==> config.mk <==
export PLATFORM = sky130hd
export DESIGN_NAME = ddp_host
export DESIGN_NICKNAME = d
export VERILOG_FILES = /design/src/core/ddp_sync3.v /design/src/core/ddp_host.v
export VERILOG_INCLUDE_DIRS = /design/src /design/src/core
export SDC_FILE = /design/constraint.sdc
export NUM_CORES = 1
export LEC_CHECK = 0
export BUFFER_PORTS_ARGS = -buffer_cell sky130_fd_sc_hd__buf_2
export CAP_MARGIN = 25
export CORE_MARGIN = 5
export CORE_UTILIZATION = 50
export DETAILED_ROUTE_END_ITERATION = 12
export GPL_TIMING_DRIVEN = 0
export PLACE_DENSITY = 0.74
export SLEW_MARGIN = 20
export SYNTH_ARGS = -nofsm -noshare
export SYNTH_HDL_FRONTEND = slang
export SYNTH_HIERARCHICAL = 1
export SYNTH_SLANG_ARGS = --single-unit
==> constraint.sdc <==
create_clock -name clock -period 3.85 [get_ports clock]
set_input_delay 0 -clock clock [delete_from_list [all_inputs] [get_ports clock]]
set_output_delay 0 -clock clock [all_outputs]
set_load 0.005 [all_outputs]
==> src/core/ddp_defines.vh <==
/*
 * ddp_defines.vh - constants for the dual-DAC parallel-port host controller.
 * Assumes: included by bare name from core/ design files; 125 MHz clock.
 */
`ifndef DDP_DEFINES_VH
`define DDP_DEFINES_VH

// --------------------------------------------------------------------------
// word and timing
// --------------------------------------------------------------------------
`define DDP_DATA_W        12
`define DDP_CLK_NS        8
// select low time, select high gap, bus setup before select falls (ns)
`define DDP_SEL_LOW_NS    40
`define DDP_SEL_HIGH_NS   40
`define DDP_SETUP_NS      16
// least times round up to whole cycles
`define DDP_SEL_LOW_CYC   ((`DDP_SEL_LOW_NS + `DDP_CLK_NS - 1) / `DDP_CLK_NS)
`define DDP_SEL_HIGH_CYC  ((`DDP_SEL_HIGH_NS + `DDP_CLK_NS - 1) / `DDP_CLK_NS)
`define DDP_SETUP_CYC     ((`DDP_SETUP_NS + `DDP_CLK_NS - 1) / `DDP_CLK_NS)
`define DDP_CNT_W         4

// --------------------------------------------------------------------------
// states
// --------------------------------------------------------------------------
`define DDP_ST_IDLE       3'h0
`define DDP_ST_SETUP      3'h1
`define DDP_ST_LOW        3'h2
`define DDP_ST_HIGH       3'h3
`define DDP_ST_W          3

`define DDP_CNT_ZERO      4'h0
`define DDP_CNT_ONE       4'h1
`define DDP_DATA_ZERO     12'h000

`endif

==> src/core/ddp_sync3.v <==
/*
 * ddp_sync3.v - three-flop input synchroniser with agreement filter.
 * Assumes: asynchronous input; output changes only when flops 2 and 3 agree.
 */
`timescale 1ns/1ps
`include "ddp_defines.vh"

module ddp_sync3 #(
    parameter W = 12
) (
    input  wire         clock,
    input  wire         rst,
    input  wire [W-1:0] d,
    output reg  [W-1:0] q
);
    reg [W-1:0] s1_q;
    reg [W-1:0] s2_q;
    reg [W-1:0] s3_q;
    integer i;

    always @(posedge clock or posedge rst) begin
        if (rst) begin
            s1_q <= {W{1'b0}};
            s2_q <= {W{1'b0}};
            s3_q <= {W{1'b0}};
            q    <= {W{1'b0}};
        end else begin
            s1_q <= d;
            s2_q <= s1_q;
            s3_q <= s2_q;
            for (i = 0; i < W; i = i + 1) begin
                if (s2_q[i] == s3_q[i]) begin
                    q[i] <= s3_q[i];
                end
            end
        end
    end
endmodule // ddp_sync3

==> src/core/ddp_host.v <==
/*
 * ddp_host.v - host controller that drives a dual current-output DAC through
 * its select, direction, channel and data pins, one word per request.
 * Assumes: one 125 MHz clock; the DAC answers reads on the data pins while
 * select is low; the channel pin feeds the board address decoder.
 */
`timescale 1ns/1ps
`include "ddp_defines.vh"

module ddp_host (
    input  wire                   clock,
    input  wire                   rst,
    // request side
    input  wire                   req_valid,
    output wire                   req_ready,
    input  wire                   req_read,
    input  wire                   req_chan,
    input  wire [`DDP_DATA_W-1:0] req_data,
    output reg                    rsp_valid,
    output reg  [`DDP_DATA_W-1:0] rsp_data,
    output reg                    rsp_chan,
    // pins toward the DAC
    output reg                    sel_n,
    output reg                    rd_wr,
    output reg                    chan_b,
    output reg  [`DDP_DATA_W-1:0] db_o,
    output reg                    db_oe,
    input  wire [`DDP_DATA_W-1:0] db_i
);
    // ----------------------------------------------------------------------
    // state
    // ----------------------------------------------------------------------
    // states
    localparam [`DDP_ST_W-1:0] ST_IDLE  = `DDP_ST_IDLE;
    localparam [`DDP_ST_W-1:0] ST_SETUP = `DDP_ST_SETUP;
    localparam [`DDP_ST_W-1:0] ST_LOW   = `DDP_ST_LOW;
    localparam [`DDP_ST_W-1:0] ST_HIGH  = `DDP_ST_HIGH;

    // counts are worked out as integers, then cut to the counter width
    localparam integer SETUP_CYC_I = `DDP_SETUP_CYC;
    localparam integer LOW_CYC_I   = `DDP_SEL_LOW_CYC;
    localparam integer HIGH_CYC_I  = `DDP_SEL_HIGH_CYC;
    localparam [`DDP_CNT_W-1:0] SETUP_CNT = SETUP_CYC_I[`DDP_CNT_W-1:0];
    localparam [`DDP_CNT_W-1:0] LOW_CNT   = LOW_CYC_I[`DDP_CNT_W-1:0];
    localparam [`DDP_CNT_W-1:0] HIGH_CNT  = HIGH_CYC_I[`DDP_CNT_W-1:0];

    reg  [`DDP_ST_W-1:0]   st_q;
    reg  [`DDP_ST_W-1:0]   st_d;
    reg  [`DDP_CNT_W-1:0]  cnt_q;
    reg  [`DDP_CNT_W-1:0]  cnt_d;
    reg                    rd_q;
    reg                    rd_d;
    wire [`DDP_DATA_W-1:0] db_sync;
    wire [`DDP_CNT_W-1:0]  cnt_dec;
    wire                   take;
    wire                   cnt_last;
    wire                   setup_done;
    wire                   low_done;
    wire                   gap_done;
    wire                   bad_state;
    wire                   rd_done;

    // ----------------------------------------------------------------------
    // decode
    // ----------------------------------------------------------------------
    assign req_ready  = (st_q == ST_IDLE);
    assign take       = req_valid && req_ready;
    assign cnt_dec    = cnt_q - `DDP_CNT_ONE;
    assign cnt_last   = (cnt_q == `DDP_CNT_ONE);
    assign setup_done = (st_q == ST_SETUP) && cnt_last;
    assign low_done   = (st_q == ST_LOW) && cnt_last;
    assign gap_done   = (st_q == ST_HIGH) && cnt_last;
    assign rd_done    = low_done && rd_q;
    // codes above the last state never occur unless an upset hits st_q
    assign bad_state  = (st_q > ST_HIGH);

    // readback pins come from outside the clock domain
    ddp_sync3 #(
        .W (`DDP_DATA_W)
    ) u_db_sync (
        .clock (clock),
        .rst   (rst),
        .d     (db_i),
        .q     (db_sync)
    );

    // ----------------------------------------------------------------------
    // transfer sequencer
    // ----------------------------------------------------------------------
    // one request walks setup, select low and select high; the high gap is
    // spent before ready returns, so back-to-back pulses never merge
    always @* begin
        st_d  = st_q;
        cnt_d = cnt_q;
        rd_d  = rd_q;
        case (st_q)
            ST_IDLE: begin
                if (req_valid) begin
                    rd_d  = req_read;
                    cnt_d = SETUP_CNT;
                    st_d  = ST_SETUP;
                end
            end
            ST_SETUP: begin
                if (cnt_last) begin
                    cnt_d = LOW_CNT;
                    st_d  = ST_LOW;
                end else begin
                    cnt_d = cnt_dec;
                end
            end
            ST_LOW: begin
                if (cnt_last) begin
                    cnt_d = HIGH_CNT;
                    st_d  = ST_HIGH;
                end else begin
                    cnt_d = cnt_dec;
                end
            end
            ST_HIGH: begin
                // guaranteed high gap keeps pulses apart
                if (cnt_last) begin
                    st_d = ST_IDLE;
                end else begin
                    cnt_d = cnt_dec;
                end
            end
            default: begin
                // illegal code: park in idle
                st_d  = ST_IDLE;
                cnt_d = `DDP_CNT_ZERO;
            end
        endcase
    end

    // ----------------------------------------------------------------------
    // state register
    // ----------------------------------------------------------------------
    always @(posedge clock or posedge rst) begin
        if (rst) begin
            st_q  <= ST_IDLE;
            cnt_q <= `DDP_CNT_ZERO;
            rd_q  <= 1'b0;
        end else begin
            st_q  <= st_d;
            cnt_q <= cnt_d;
            rd_q  <= rd_d;
        end
    end

    // ----------------------------------------------------------------------
    // select pin
    // ----------------------------------------------------------------------
    // registered so the DAC never sees a glitch on its only strobe;
    // limitation: pulse timing is fixed at build time, not per request
    always @(posedge clock or posedge rst) begin
        if (rst) begin
            sel_n <= 1'b1;
        end else if (setup_done) begin
            sel_n <= 1'b0;
        end else if (low_done || bad_state) begin
            // rising edge completes the pulse; data stays driven
            // through it so the DAC latches a stable word
            sel_n <= 1'b1;
        end
    end

    // ----------------------------------------------------------------------
    // direction, channel and write data
    // ----------------------------------------------------------------------
    // direction, channel and data settle with select high and hold until
    // the gap ends; the bus is driven only for writes
    always @(posedge clock or posedge rst) begin
        if (rst) begin
            rd_wr  <= 1'b1;
            chan_b <= 1'b0;
            db_o   <= `DDP_DATA_ZERO;
            db_oe  <= 1'b0;
        end else if (take) begin
            rd_wr  <= req_read;
            chan_b <= req_chan;
            // all twelve bits move in one pulse, no packing of narrow words
            db_o   <= req_data;
            db_oe  <= ~req_read;
        end else if (gap_done) begin
            db_oe <= 1'b0;
            rd_wr <= 1'b1;
        end else if (bad_state) begin
            db_oe <= 1'b0;
        end
    end

    // ----------------------------------------------------------------------
    // readback capture
    // ----------------------------------------------------------------------
    // one-cycle pulse; data and channel hold until the next read
    always @(posedge clock or posedge rst) begin
        if (rst) begin
            rsp_valid <= 1'b0;
            rsp_data  <= `DDP_DATA_ZERO;
            rsp_chan  <= 1'b0;
        end else begin
            rsp_valid <= rd_done;
            if (rd_done) begin
                // synchroniser lag is covered by the low time
                rsp_data <= db_sync;
                rsp_chan <= chan_b;
            end
        end
    end
endmodule // ddp_host

Yosys cells after proc, flatten, opt, wreduce, memory -nomap -nowiden
Cells that the tools add are included.
{ "classes": {"add_sub_neg": 1, "multipliers": 0, "n_div": 0, "n_lt_le_gt_ge": 1, "n_eq_ne": 21, "shift": 0, "mux": 16, "bitwise_logic": 1, "n_reduce_logical": 14} }
{ "ops": {"columns": ["op", "n"], "rows": [
  ["== test 1 bit", 12],
  ["two-way mux 3 bit", 4],
  ["two-way mux 4 bit", 3],
  ["case mux 3 bit (4 select lines)", 1],
  ["case mux 4 bit (3 select lines)", 1],
  ["!= test 2 bit (second input constant)", 5],
  ["two-way mux 1 bit", 7],
  ["== test 3 x 2 -> 1 bit (second input constant)", 2],
  ["logical AND 1 bit", 5],
  ["== test 4 x 1 -> 1 bit (second input constant)", 1],
  ["AND reduction 2 bit", 2],
  ["AND reduction 4 bit", 1],
  ["nonzero test 2 bit", 2],
  ["subtractor 4 x 1 -> 4 bit (second input constant)", 1],
  ["== test 3 x 1 -> 1 bit (second input constant)", 1],
  ["> comparator 3 x 2 -> 1 bit (second input constant)", 1],
  ["zero test 3 bit", 1],
  ["nonzero test 3 bit", 1],
  ["OR reduction 2 bit", 1],
  ["logical OR 1 bit", 1],
  ["NOT 1 bit", 1]
]} }
{ "word_totals": {"regBits": 86, "latchBits": 0, "ram_bits": 0, "romBits": 0, "output_inout_bits": 31, "memories": 0} }

Depth between registers and ports, before layout
Gate-level depths: netlist of the first run.
{ "depth": {"ltp_word": 5, "depth_mapped": 7, "mapped_depth_nobuf": 6} }

Modules after synthesis
Netlist of the first run, hierarchy kept.
{ "by_module_without_submodules": {"columns": ["mod", "instances", "cells_each", "area_each_um2"], "rows": [
  ["ddp_host", 1, 120, 1610.3],
  ["ddp_sync3", 1, 61, 1340.0]
]} }

Least setup slack after synthesis of the first run
OpenSTA, ideal clock, no wires.
{ "synth_path": {"kind": "flip-flop to flip-flop", "from": "register cnt_q[1]", "to": "register rsp_chan", "setup_time_ps": 127, "arrival_time_ps": 1655, "setup_slack_ps": 2068, "path_stages_with_launch": 8, "path_buffers": 2, "cell_sequence": "dfrtp_1 inv_1 ha_1 nor3b_4 and3_1 buf_2 buf_6 mux2_1"} }
{ "synth_via": {"elab_chain_cells": 3} }
{ "synth_rtl": {"columns": ["item", "line", "source"], "rows": [
  ["from (decl)", "ddp_host.v:49", "reg [`DDP_CNT_W-1:0] cnt_q;"],
  ["from (signal assigned)", "ddp_host.v:142", "cnt_q <= `DDP_CNT_ZERO;"],
  ["from (signal assigned)", "ddp_host.v:146", "cnt_q <= cnt_d;"],
  ["== test 4 x 1 -> 1 bit (no source line)", null, null],
  ["logical AND 1 bit", "ddp_host.v:71", "assign low_done = (st_q == ST_LOW) && cnt_last;"],
  ["logical AND 1 bit", "ddp_host.v:73", "assign rd_done = low_done && rd_q;"],
  ["named net rd_done", "ddp_host.v:61", "wire rd_done;"],
  ["to (signal assigned)", "ddp_host.v:207", "rsp_chan <= chan_b;"],
  ["to (decl)", "ddp_host.v:21", "output reg rsp_chan,"]
]} }
The timed path passes the listed nets, and every way through them passes these cells.
A chain may end at the register's enable or synchronous reset.

Worst setup path after layout of the first run
{ "layout_path": {"from": "register cnt_q[1]", "to": "register rsp_data[2]"} }
{ "layout_via": {"elab_chain_cells": 3} }
{ "layout_rtl": {"columns": ["item", "line", "source"], "rows": [
  ["== test 4 x 1 -> 1 bit (no source line)", null, null],
  ["logical AND 1 bit", "ddp_host.v:71", null],
  ["logical AND 1 bit", "ddp_host.v:73", null],
  ["named net rd_done", "ddp_host.v:61", null],
  ["to (signal assigned)", "ddp_host.v:200", "rsp_data <= `DDP_DATA_ZERO;"],
  ["to (signal assigned)", "ddp_host.v:206", "rsp_data <= db_sync;"],
  ["to (decl)", "ddp_host.v:20", "output reg [`DDP_DATA_W-1:0] rsp_data,"]
]} }
The timed path passes the listed nets, and every way through them passes these cells.

==> results of run 1 <==
==> where the power goes <==
part / switching, uW / leakage [uW] / total, uW / internal [uW]
logic: 350 / 0.000724 / 755 / 406
registers: 112 / 0.00101 / 1220 / 1110
clock network: 318 / 0.0000914 / 579 / 262
total: 780 / 0.00183 / 2560 / 1780
==> repair_timing <==
action                    4_1_cts  5_1_grt
buffers inserted                0        0
hold buffers                   28        0
hold endpoints to repair      112        0
==> flip-flops by register name, indices dropped and copies added, names as in the netlist <==
register        count
u_db_sync/s3_q     12
rsp_valid           1
rd_q                1
chan_b              1
db_o               12
rsp_data           12
db_oe               1
u_db_sync/s2_q     12
rsp_chan            1
u_db_sync/s1_q     12
st_q                2
sel_n               1
cnt_q               4
rd_wr               1
u_db_sync/q        12
==> cells by family (layout without fill, tap and decap cells) <==
family | count (synthesis) | count (layout) | share of synthesized area
buffers and inverters | 11 | 116 | 0.0178
DFF | 85 | 85 | 0.722
muxes | 28 | 28 | 0.107
adders and majority gates | 19 | 19 | 0.0755
and+or+nand+nor | 20 | 20 | 0.0390
AOI/OAI and AO/OA | 18 | 18 | 0.0390
==> synth_stat cells, drive strengths merged <==
cell type	instances
a22o	1
nand4bb	1
nor3	2
a21oi	4
o211ai	1
o31ai	1
a32oi	1
a31oi	2
nand2	5
mux2	28
nor2	5
nand3b	1
o21ai	4
and3	1
nor3b	1
dfrtp	83
dfstp	2
and2	1
nand2b	2
inv	7
nand3	1
o22a	1
buf	4
ha	7
o2bb2ai	1
maj3	12
o22ai	2
==> metal layers <==
layer	track usage	vias to the layer above	share of wire
met2	0.248	47	0.50
met4	0.0779	0	0.020
met5	0	-	0
li1	-	835	-
met3	0.0361	8	0.055
met1	0.192	853	0.43
==> layout make-up <==
cell class,instances,area (sq um),share of cell area
timing repair buffer,89,616,0.160
buffer,4,26.3,0.00682
inverter,7,26.3,0.00682
clock buffer,10,138,0.0357
sequential,85,2130,0.553
tap,75,93.8,0.0244
clock inverter,6,52.6,0.0136
multi-input combinational,85,768,0.200
==> final timing paths <==
kind	cells after the start	endpoint	slack, ns	from
worst max-delay path	7	rsp_data[2]	1.82	cnt_q[1]
worst min-delay path	3	rd_wr	0.07	req_valid
worst max register to register	7	rsp_data[2]	1.82	cnt_q[1]
worst min register to register	0	u_db_sync/s2_q[11]	0.35	u_db_sync/s1_q[11]
max in group asynchronous	4	rd_wr	3.18	rst
min in group asynchronous	3	rsp_data[5]	0.17	rst
==> metrics by stage <==
stage               area (sq um)  power [uW]  utilization
finish                      3850        2560        0.662
CTS                         3850        2590        0.662
floorplan                   2950        1690            -
detailed placement          3380        1970        0.581
global route                3850        2740        0.662
global placement            3340        1930        0.574
==> critical path, cell delays in order (launching register included) <==
cell,delay [ns]
sky130_fd_sc_hd__dfrtp_1,0.38
sky130_fd_sc_hd__inv_1,0.09
sky130_fd_sc_hd__ha_1,0.22
sky130_fd_sc_hd__nor3b_4,0.33
sky130_fd_sc_hd__and3_1,0.21
sky130_fd_sc_hd__buf_2,0.17
sky130_fd_sc_hd__buf_6,0.17
sky130_fd_sc_hd__mux2_1,0.33
==> impl_metrics.json, run 1 <==
{
  "grt_first_pass_wirelength_mm": 8.78,
  "synth_fp_nets": 217,
  "drc": 0,
  "critPathLaunchType": "flop",
  "cts-buffers-inserted": 9,
  "grt_max_degree": 35,
  "crit_required_ns": 4.07,
  "die_height_um": 86.8,
  "total_routed_length_mm": 5.09,
  "number_of_standard_cells_in_the_layout_taps_in_and_fillers_out": 361,
  "drtIter0Drc": 58,
  "clock_latency_ns": 0.34,
  "final_max_slew_viol_count": 0,
  "final_min_period_over_clock_period": 0.528,
  "timing.fmax_mhz": 492,
  "root_buffer_master": "sky130_fd_sc_hd__clkbuf_8",
  "antenna_found_initial": 0,
  "max_slew_margin": 0.764,
  "timing.critical_path.to_type": "flop",
  "placeableCoreArea_sq_mm": 0.00582,
  "rsz0062_at_grt": "false",
  "layout.cells.most_common_list": "sky130_fd_sc_hd__dfrtp_1, sky130_fd_sc_hd__buf_2, sky130_fd_sc_hd__dlygate4sd3_1",
  "fin_setup_tns_ns": 0,
  "synth.yosys.warnings": 6,
  "grt_overflow_total": 0,
  "post_cts_resize_count": 0,
  "post_route_cells_drive_above_1_share": 0.409,
  "initial_utilization": 0.507,
  "postRouteAntennaNets": 0,
  "die_x_um": 86.8,
  "firstDrtPassIters": 5,
  "clkSinkCount": 85,
  "yosys.area.top_type": "sky130_fd_sc_hd__dfrtp_1",
  "number_of_maximum_capacitance_constraint_violations": 0,
  "timing.hold.worst.class": "in2reg",
  "timing_worst_setup_path_type": "reg2reg",
  "syn-cell-area_sq_mm": 0.00295,
  "groute.usage.overall": 0.153,
  "rows": 28,
  "cts-root-to-sink-buffers": 2,
  "ys_seq_area_frac": 0.722,
  "antennaDiodeCount": 0,
  "number_of_top_level_pins": 60,
  "num-nets-final": 317,
  "number_of_vias_in_the_routed_layout": 1743,
  "tightest_slew_ns": 0.350,
  "area_growth_pct": 30.5,
  "static-leakage-power_uw": 0.00183,
  "grt_pass1_vias": 1907,
  "worstPathArrival_ns": 2.26,
  "syn-instance-count": 181,
  "min_period_ns": 2.03,
  "finalHoldViolCount": 0,
  "synth_area_leaders": "sky130_fd_sc_hd__dfrtp_1, sky130_fd_sc_hd__mux2_2, sky130_fd_sc_hd__maj3_2, sky130_fd_sc_hd__mux2_1, sky130_fd_sc_hd__ha_1",
  "sum_of_net_half_perimeters_after_detailed_placement_mm": 3.43,
  "netlist-cell-type-count": 29,
  "fin_hold_ws_ns": 0.0656,
  "gp_congestion": 0.767,
  "finalClockSkew_ns": 0.00943,
  "clk_transition_reported_paths_ns": 0.08,
  "outcome": "complete, no violations",
  "count_of_buffers_from_port_buffering": 59,
  "detail_route.vias_per_cell": 4.83,
  "synth_seq_cells": 85,
  "wire_per_inst_um": 14.1,
  "die_outline_area_sq_mm": 0.00754,
  "detailedPlace.worstSlack_ns": 1.82,
  "critPathMaxFanout": 10,
  "filler_cell_count": 435,
  "power.density_mw_per_mm2": 664,
  "ir_worst_vdd_mv": 0.393,
  "postSynthAreaPerCell_sq_um": 16.3,
  "h-tree-depth": 3,
  "final_common_cell": "sky130_fd_sc_hd__dfrtp_1",
  "final-setup-viol-count": 0,
  "final_critical_path_setup_slack_ns": 1.82,
  "clock_tree_from_tritoncts": "done",
  "dp_cells": 317,
  "synth_top_area_share": 0.704
}
No activity file was read; power rests on OpenSTA's default activity.
==> inputs of run 2 (changes only) <==
--- a/config.mk
+++ b/config.mk
@@ -9,7 +9,7 @@
 export BUFFER_PORTS_ARGS = -buffer_cell sky130_fd_sc_hd__buf_2
 export CAP_MARGIN = 25
 export CORE_MARGIN = 5
-export CORE_UTILIZATION = 50
+export CORE_UTILIZATION = 48
 export DETAILED_ROUTE_END_ITERATION = 12
 export GPL_TIMING_DRIVEN = 0
 export PLACE_DENSITY = 0.74
==> constraint.sdc (replaced) <==
create_clock -name clock -period 1.8 [get_ports clock]
set_input_delay 0 -clock clock [delete_from_list [all_inputs] [get_ports clock]]
set_output_delay 0 -clock clock [all_outputs]
set_load 0.005 [all_outputs]
==> run 2 against run 1 <==
- worst hold slack gained 0.16 ns
- critical path type unchanged
- largest cell class unchanged
- setup slack lost 1.8 ns
- critical path depth shrank 1
- clock skew shrank 0.0033 ns
- clock-buffer cell count grew 2
- global-route usage shrank 0.23 points
- sequential share of layout area shrank 1.8 points
- fmax grew 17%
- highest routed layer unchanged
- final cell count grew 1.7%
- sequential power grew 120%
- critical endpoint is now rsp_data[6]
- register-to-register slack lost 1.8 ns
==> impl_metrics.json, run 2 (synthesis results as in run 1) <==
{
  "outcome": "complete, no violations",
  "initial_utilization": 0.495,
  "clock_latency_ns": 0.33,
  "drtIter0Drc": 50,
  "timing_worst_setup_path_type": "reg2reg",
  "ir_worst_vdd_mv": 0.751,
  "critPathMaxFanout": 5,
  "min_period_ns": 1.74,
  "timing.hold.worst.class": "in2async",
  "post_route_cells_drive_above_1_share": 0.438,
  "crit_required_ns": 2.02,
  "wire_per_inst_um": 14.2,
  "final_common_cell": "sky130_fd_sc_hd__dfrtp_1",
  "final_min_period_over_clock_period": 0.969,
  "filler_cell_count": 439,
  "layout.cells.most_common_list": "sky130_fd_sc_hd__dfrtp_1, sky130_fd_sc_hd__buf_2, sky130_fd_sc_hd__dlygate4sd3_1",
  "internal_power_uw": 4020,
  "antenna_found_initial": 0,
  "rsz0062_at_grt": "false",
  "grt_pass1_vias": 1844,
  "sum_of_net_half_perimeters_after_detailed_placement_mm": 3.33,
  "critPathLaunchType": "flop",
  "multi_input_area_sq_um": 812,
  "die_x_um": 88.4,
  "clkSinkCount": 85,
  "pwr-share-clk": 0.219,
  "max_slew_margin": 0.737,
  "num-nets-final": 323,
  "timing.critical_path.to_type": "flop",
  "groute.usage.overall": 0.151,
  "number_of_vias_in_the_routed_layout": 1762,
  "number_of_maximum_capacitance_constraint_violations": 0,
  "clock_tree_from_tritoncts": "done",
  "rows": 28,
  "postRouteAntennaNets": 0,
  "die_outline_area_sq_mm": 0.00781,
  "detail_route.vias_per_cell": 4.80,
  "final_max_slew_viol_count": 0,
  "grt_overflow_total": 0,
  "worstPathArrival_ns": 1.96,
  "tightest_slew_ns": 0.394,
  "net-switching-power_uw": 1650,
  "total_routed_length_mm": 5.21,
  "count_of_buffers_from_port_buffering": 59,
  "fin_hold_ws_ns": 0.221,
  "power.share.sequential": 0.463,
  "critPathSlowestCell": "sky130_fd_sc_hd__dfrtp_1",
  "area.sequential_sq_mm": 0.00213,
  "power_uw": 5680,
  "cts-root-to-sink-buffers": 2,
  "finalClockSkew_ns": 0.00614,
  "gp_congestion": 0.801,
  "timing.fmax_mhz": 573,
  "grt_first_pass_wirelength_mm": 8.88,
  "placeableCoreArea_sq_mm": 0.00596,
  "root_buffer_master": "sky130_fd_sc_hd__clkbuf_8",
  "power_switching_share": 0.291,
  "drc": 0,
  "final-setup-viol-count": 0,
  "power_frac_comb": 0.318,
  "static-leakage-power_uw": 0.00188,
  "finalHoldViolCount": 0,
  "cts-buffers-inserted": 9,
  "crit_path_cell_trace": "inv_2 -> ha_4 -> nor3b_4 -> and3_4 -> bufbuf_16 -> mux2_1",
  "number_of_top_level_pins": 60,
  "h-tree-depth": 3,
  "antennaDiodeCount": 0,
  "grt_max_degree": 31,
  "die_height_um": 88.4,
  "power.density_mw_per_mm2": 1430,
  "clk_transition_reported_paths_ns": 0.08,
  "slowest_delay_ns": 0.40,
  "area_growth_pct": 34.8,
  "firstDrtPassIters": 3
}
-- run 2: repair_timing --
| action | CTS | global route |
|---|---|---|
| buffers inserted | 4 | 2 |
| hold endpoints to repair | 82 | 0 |
| pin swaps | 1 | 1 |
| setup endpoints to repair | 25 | 17 |
| hold buffers | 28 | 0 |
| resized for setup | 9 | 7 |
| gates cloned | 1 | 0 |
-- run 2: area by class of cell --
class,instances,area share
tap,75,0.0236
multi-input combinational,85,0.204
inverter,7,0.00661
clock inverter,4,0.0123
sequential,85,0.535
clock buffer,12,0.0340
timing repair buffer,96,0.176
buffer,3,0.00786
-- run 2: path summary, 6_finish.rpt --
path	from	to	slack [ns]	cells past startpoint
min reg2reg	u_db_sync/s1_q[1]	u_db_sync/s2_q[1]	0.35	0
max in group asynchronous	rst	sel_n	1.06	4
min	rst	cnt_q[1]	0.22	3
max	cnt_q[1]	rsp_data[6]	0.06	6
min in group clock	db_i[11]	u_db_sync/s1_q[11]	0.31	2
max reg2reg	cnt_q[1]	rsp_data[6]	0.06	6
-- run 2: per-layer routing --
metal / part of all wire / wire length [um] / up-vias / track usage
li1: - / - / 836 / -
met5: 0 / 0 / - / 0
met1: 0.46 / 2390 / 874 / 0.200
met3: 0.059 / 305 / 6 / 0.0493
met4: 0.0096 / 50 / 0 / 0.0495
met2: 0.47 / 2460 / 46 / 0.237
-- run 2: through the flow --
stage	TNS, ns	worst slack (ns)	util	cell area (sq um)	cells
6_report	0	0.0558	0.668	3980	367
5_1_grt	0	0.00792	0.668	3980	367
4_1_cts	0	0.00328	0.662	3950	366
3_5_place_dp	-3.57	-0.230	0.569	3390	317
3_3_place_gp	-3.18	-0.211	0.561	3340	315
2_1_floorplan	0	0.0177	-	2950	181
-- run 2: power by group through the flow --
stage	registers (uW)	clock network, uW	logic [uW]
after floorplan	2650	0	965
final	2630	1250	1800
after global placement	2640	0	1490
after global routing	2690	1390	2010
after detailed placement	2660	0	1560
after CTS	2620	1290	1710
-- run 2: worst max-delay path: cells and delay by family, from the launching register on --
family	cells	cell delay (ns)
simple gates	2	0.46
flops	1	0.40
buf+inv	2	0.34
mux	1	0.31
fa+ha+maj	1	0.13
==> inputs of run 3 (changes only) <==
--- a/config.mk
+++ b/config.mk
@@ -13,6 +13,8 @@
 export DETAILED_ROUTE_END_ITERATION = 12
 export GPL_TIMING_DRIVEN = 0
 export PLACE_DENSITY = 0.74
+export RECOVER_POWER = 100
+export SETUP_SLACK_MARGIN = 0.1
 export SLEW_MARGIN = 20
 export SYNTH_ARGS = -nofsm -noshare
 export SYNTH_HDL_FRONTEND = slang
==> run 3 against run 2 <==
- setup slack better by 0.0078 ns
- critical path depth grew 1
- largest cell class unchanged
- via count increased by 3.0%
- sequential share of layout area shrank 0.20 points
- total power grew 3.5%
==> impl_metrics.json, run 3 (synthesis results as in run 1) <==
{
  "gp_congestion": 0.728,
  "power.density_mw_per_mm2": 1470,
  "pwr-share-clk": 0.226,
  "grt_pass1_vias": 1968,
  "cts-buffers-inserted": 9,
  "power_switching_share": 0.294,
  "num-nets-final": 326,
  "reg2reg_setup_slack_ns": 0.06,
  "reg2regPathDepth": 7,
  "finalClockSkew_ns": 0.00815,
  "crit_required_ns": 2.02,
  "final_max_slew_viol_count": 0,
  "firstDrtPassIters": 4,
  "power_uw": 5880,
  "sum_of_net_half_perimeters_after_detailed_placement_mm": 3.60,
  "finalHoldViolCount": 0,
  "final_min_period_over_clock_period": 0.965,
  "min_period_ns": 1.74,
  "static-leakage-power_uw": 0.00184,
  "rsz0062_at_grt": "true",
  "net-switching-power_uw": 1730,
  "critical_path.startpoint": "cnt_q[1]",
  "r2r-start": "cnt_q[1]",
  "post_route_cells_drive_above_1_share": 0.356,
  "area_growth_pct": 35.3,
  "h-tree-depth": 3,
  "drtIter0Drc": 57,
  "critPathMaxFanout": 5,
  "fin_hold_ws_ns": 0.0163,
  "die_x_um": 88.4,
  "placeableCoreArea_sq_mm": 0.00596,
  "worstPathArrival_ns": 1.95,
  "number_of_standard_cells_in_the_layout_taps_in_and_fillers_out": 370,
  "wire_per_inst_um": 15.1,
  "timing.rr.end": "rsp_data[0]",
  "setup.worst_path.end": "rsp_data[0]",
  "number_of_vias_in_the_routed_layout": 1814,
  "layout.cells.most_common_list": "sky130_fd_sc_hd__dfrtp_1, sky130_fd_sc_hd__buf_2, sky130_fd_sc_hd__dlygate4sd3_1",
  "power.share.sequential": 0.449,
  "grt_max_degree": 38,
  "power_frac_comb": 0.325,
  "detailedPlace.worstSlack_ns": -0.129,
  "die_outline_area_sq_mm": 0.00781,
  "timing_worst_setup_path_type": "reg2reg",
  "max_slew_margin": 0.436,
  "tightest_slew_ns": 0.846,
  "postRouteAntennaNets": 0,
  "total_routed_length_mm": 5.59,
  "timing.hold.worst.class": "in2reg",
  "internal_power_uw": 4150,
  "final-setup-viol-count": 0,
  "initial_utilization": 0.495,
  "clk_transition_reported_paths_ns": 0.08,
  "dp_cells": 317,
  "groute.usage.overall": 0.157,
  "critPathLaunchType": "flop",
  "count_of_buffers_from_port_buffering": 59,
  "grt_overflow_total": 0,
  "clock_latency_ns": 0.34,
  "grt_first_pass_wirelength_mm": 9.19,
  "final_common_cell": "sky130_fd_sc_hd__dfrtp_1",
  "die_height_um": 88.4,
  "number_of_maximum_capacitance_constraint_violations": 0,
  "rows": 28,
  "detail_route.vias_per_cell": 4.90,
  "timing.critical_path.to_type": "flop",
  "number_of_top_level_pins": 60,
  "outcome": "complete, no violations",
  "cts-root-to-sink-buffers": 2,
  "drc": 0,
  "timing.fmax_mhz": 576,
  "ir_worst_vdd_mv": 0.711,
  "antennaDiodeCount": 0,
  "clkSinkCount": 85,
  "final_critical_path_setup_slack_ns": 0.0635,
  "antenna_found_initial": 0,
  "clock_tree_from_tritoncts": "done",
  "root_buffer_master": "sky130_fd_sc_hd__clkbuf_8"
}
==> run 3: routing by layer <==
layer	routed length, um	track usage	vias up	part of all wire
li1	-	-	845	-
met1	2220	0.192	911	0.40
met2	2980	0.263	49	0.53
met3	312	0.0540	9	0.056
met4	78	0.0536	0	0.014
met5	0	0	-	0
==> run 3: what timing repair did <==
item / 4_1_cts / 5_1_grt
endpoints found under the hold margin: 111 / 0
resized for setup: 16 / 12
cloned: 1 / 1
pin swaps: 1 / 1
buffers inserted: 6 / 2
hold buffers: 27 / 0
endpoints found under the setup margin: 25 / 26
==> run 3: layout make-up <==
type / instances / area, sq um
clock inverter: 3 / 43.8
multi-input combinational: 85 / 823
inverter: 7 / 26.3
sequential: 85 / 2130
tap: 75 / 93.8
clock buffer: 13 / 159
fill: 448 / 1960
buffer: 4 / 52.6
timing repair buffer: 98 / 664
==> run 3: worst max-delay path, cell delays in order (launching register included) <==
cell and delay [ns]:
sky130_fd_sc_hd__dfrtp_1 0.40, sky130_fd_sc_hd__inv_2 0.08, sky130_fd_sc_hd__ha_4 0.13, sky130_fd_sc_hd__nor3b_4 0.22
sky130_fd_sc_hd__and3_4 0.22, sky130_fd_sc_hd__buf_6 0.13, sky130_fd_sc_hd__buf_8 0.13, sky130_fd_sc_hd__mux2_4 0.30
==> run 3: power groups by stage <==
stage	logic (uW)	clock network (uW)	registers [uW]
after floorplan	986	0	2660
after global placement	1530	0	2630
after detailed placement	1610	0	2670
after CTS	1870	1370	2640
after global routing	2100	1470	2700
final	1910	1330	2640
==> run 3: per-stage QoR <==
stage / instance area, sq um / TNS (ns) / util
2_1_floorplan: 2970 / 0 / -
3_3_place_gp: 3360 / -1.22 / 0.564
3_5_place_dp: 3400 / -1.83 / 0.572
4_1_cts: 4010 / 0 / 0.673
5_1_grt: 3990 / 0 / 0.670
6_report: 3990 / 0 / 0.670
==> run 3: worst min-delay path by stage <==
stage,cells past startpoint,to,start
floorplan,0,u_db_sync/s1_q[0],db_i[0]
global placement,1,u_db_sync/s1_q[10],db_i[10]
detailed placement,2,u_db_sync/q[0],rst
CTS,3,db_oe,req_valid
global route,3,db_oe,req_valid
finish,3,db_oe,req_valid
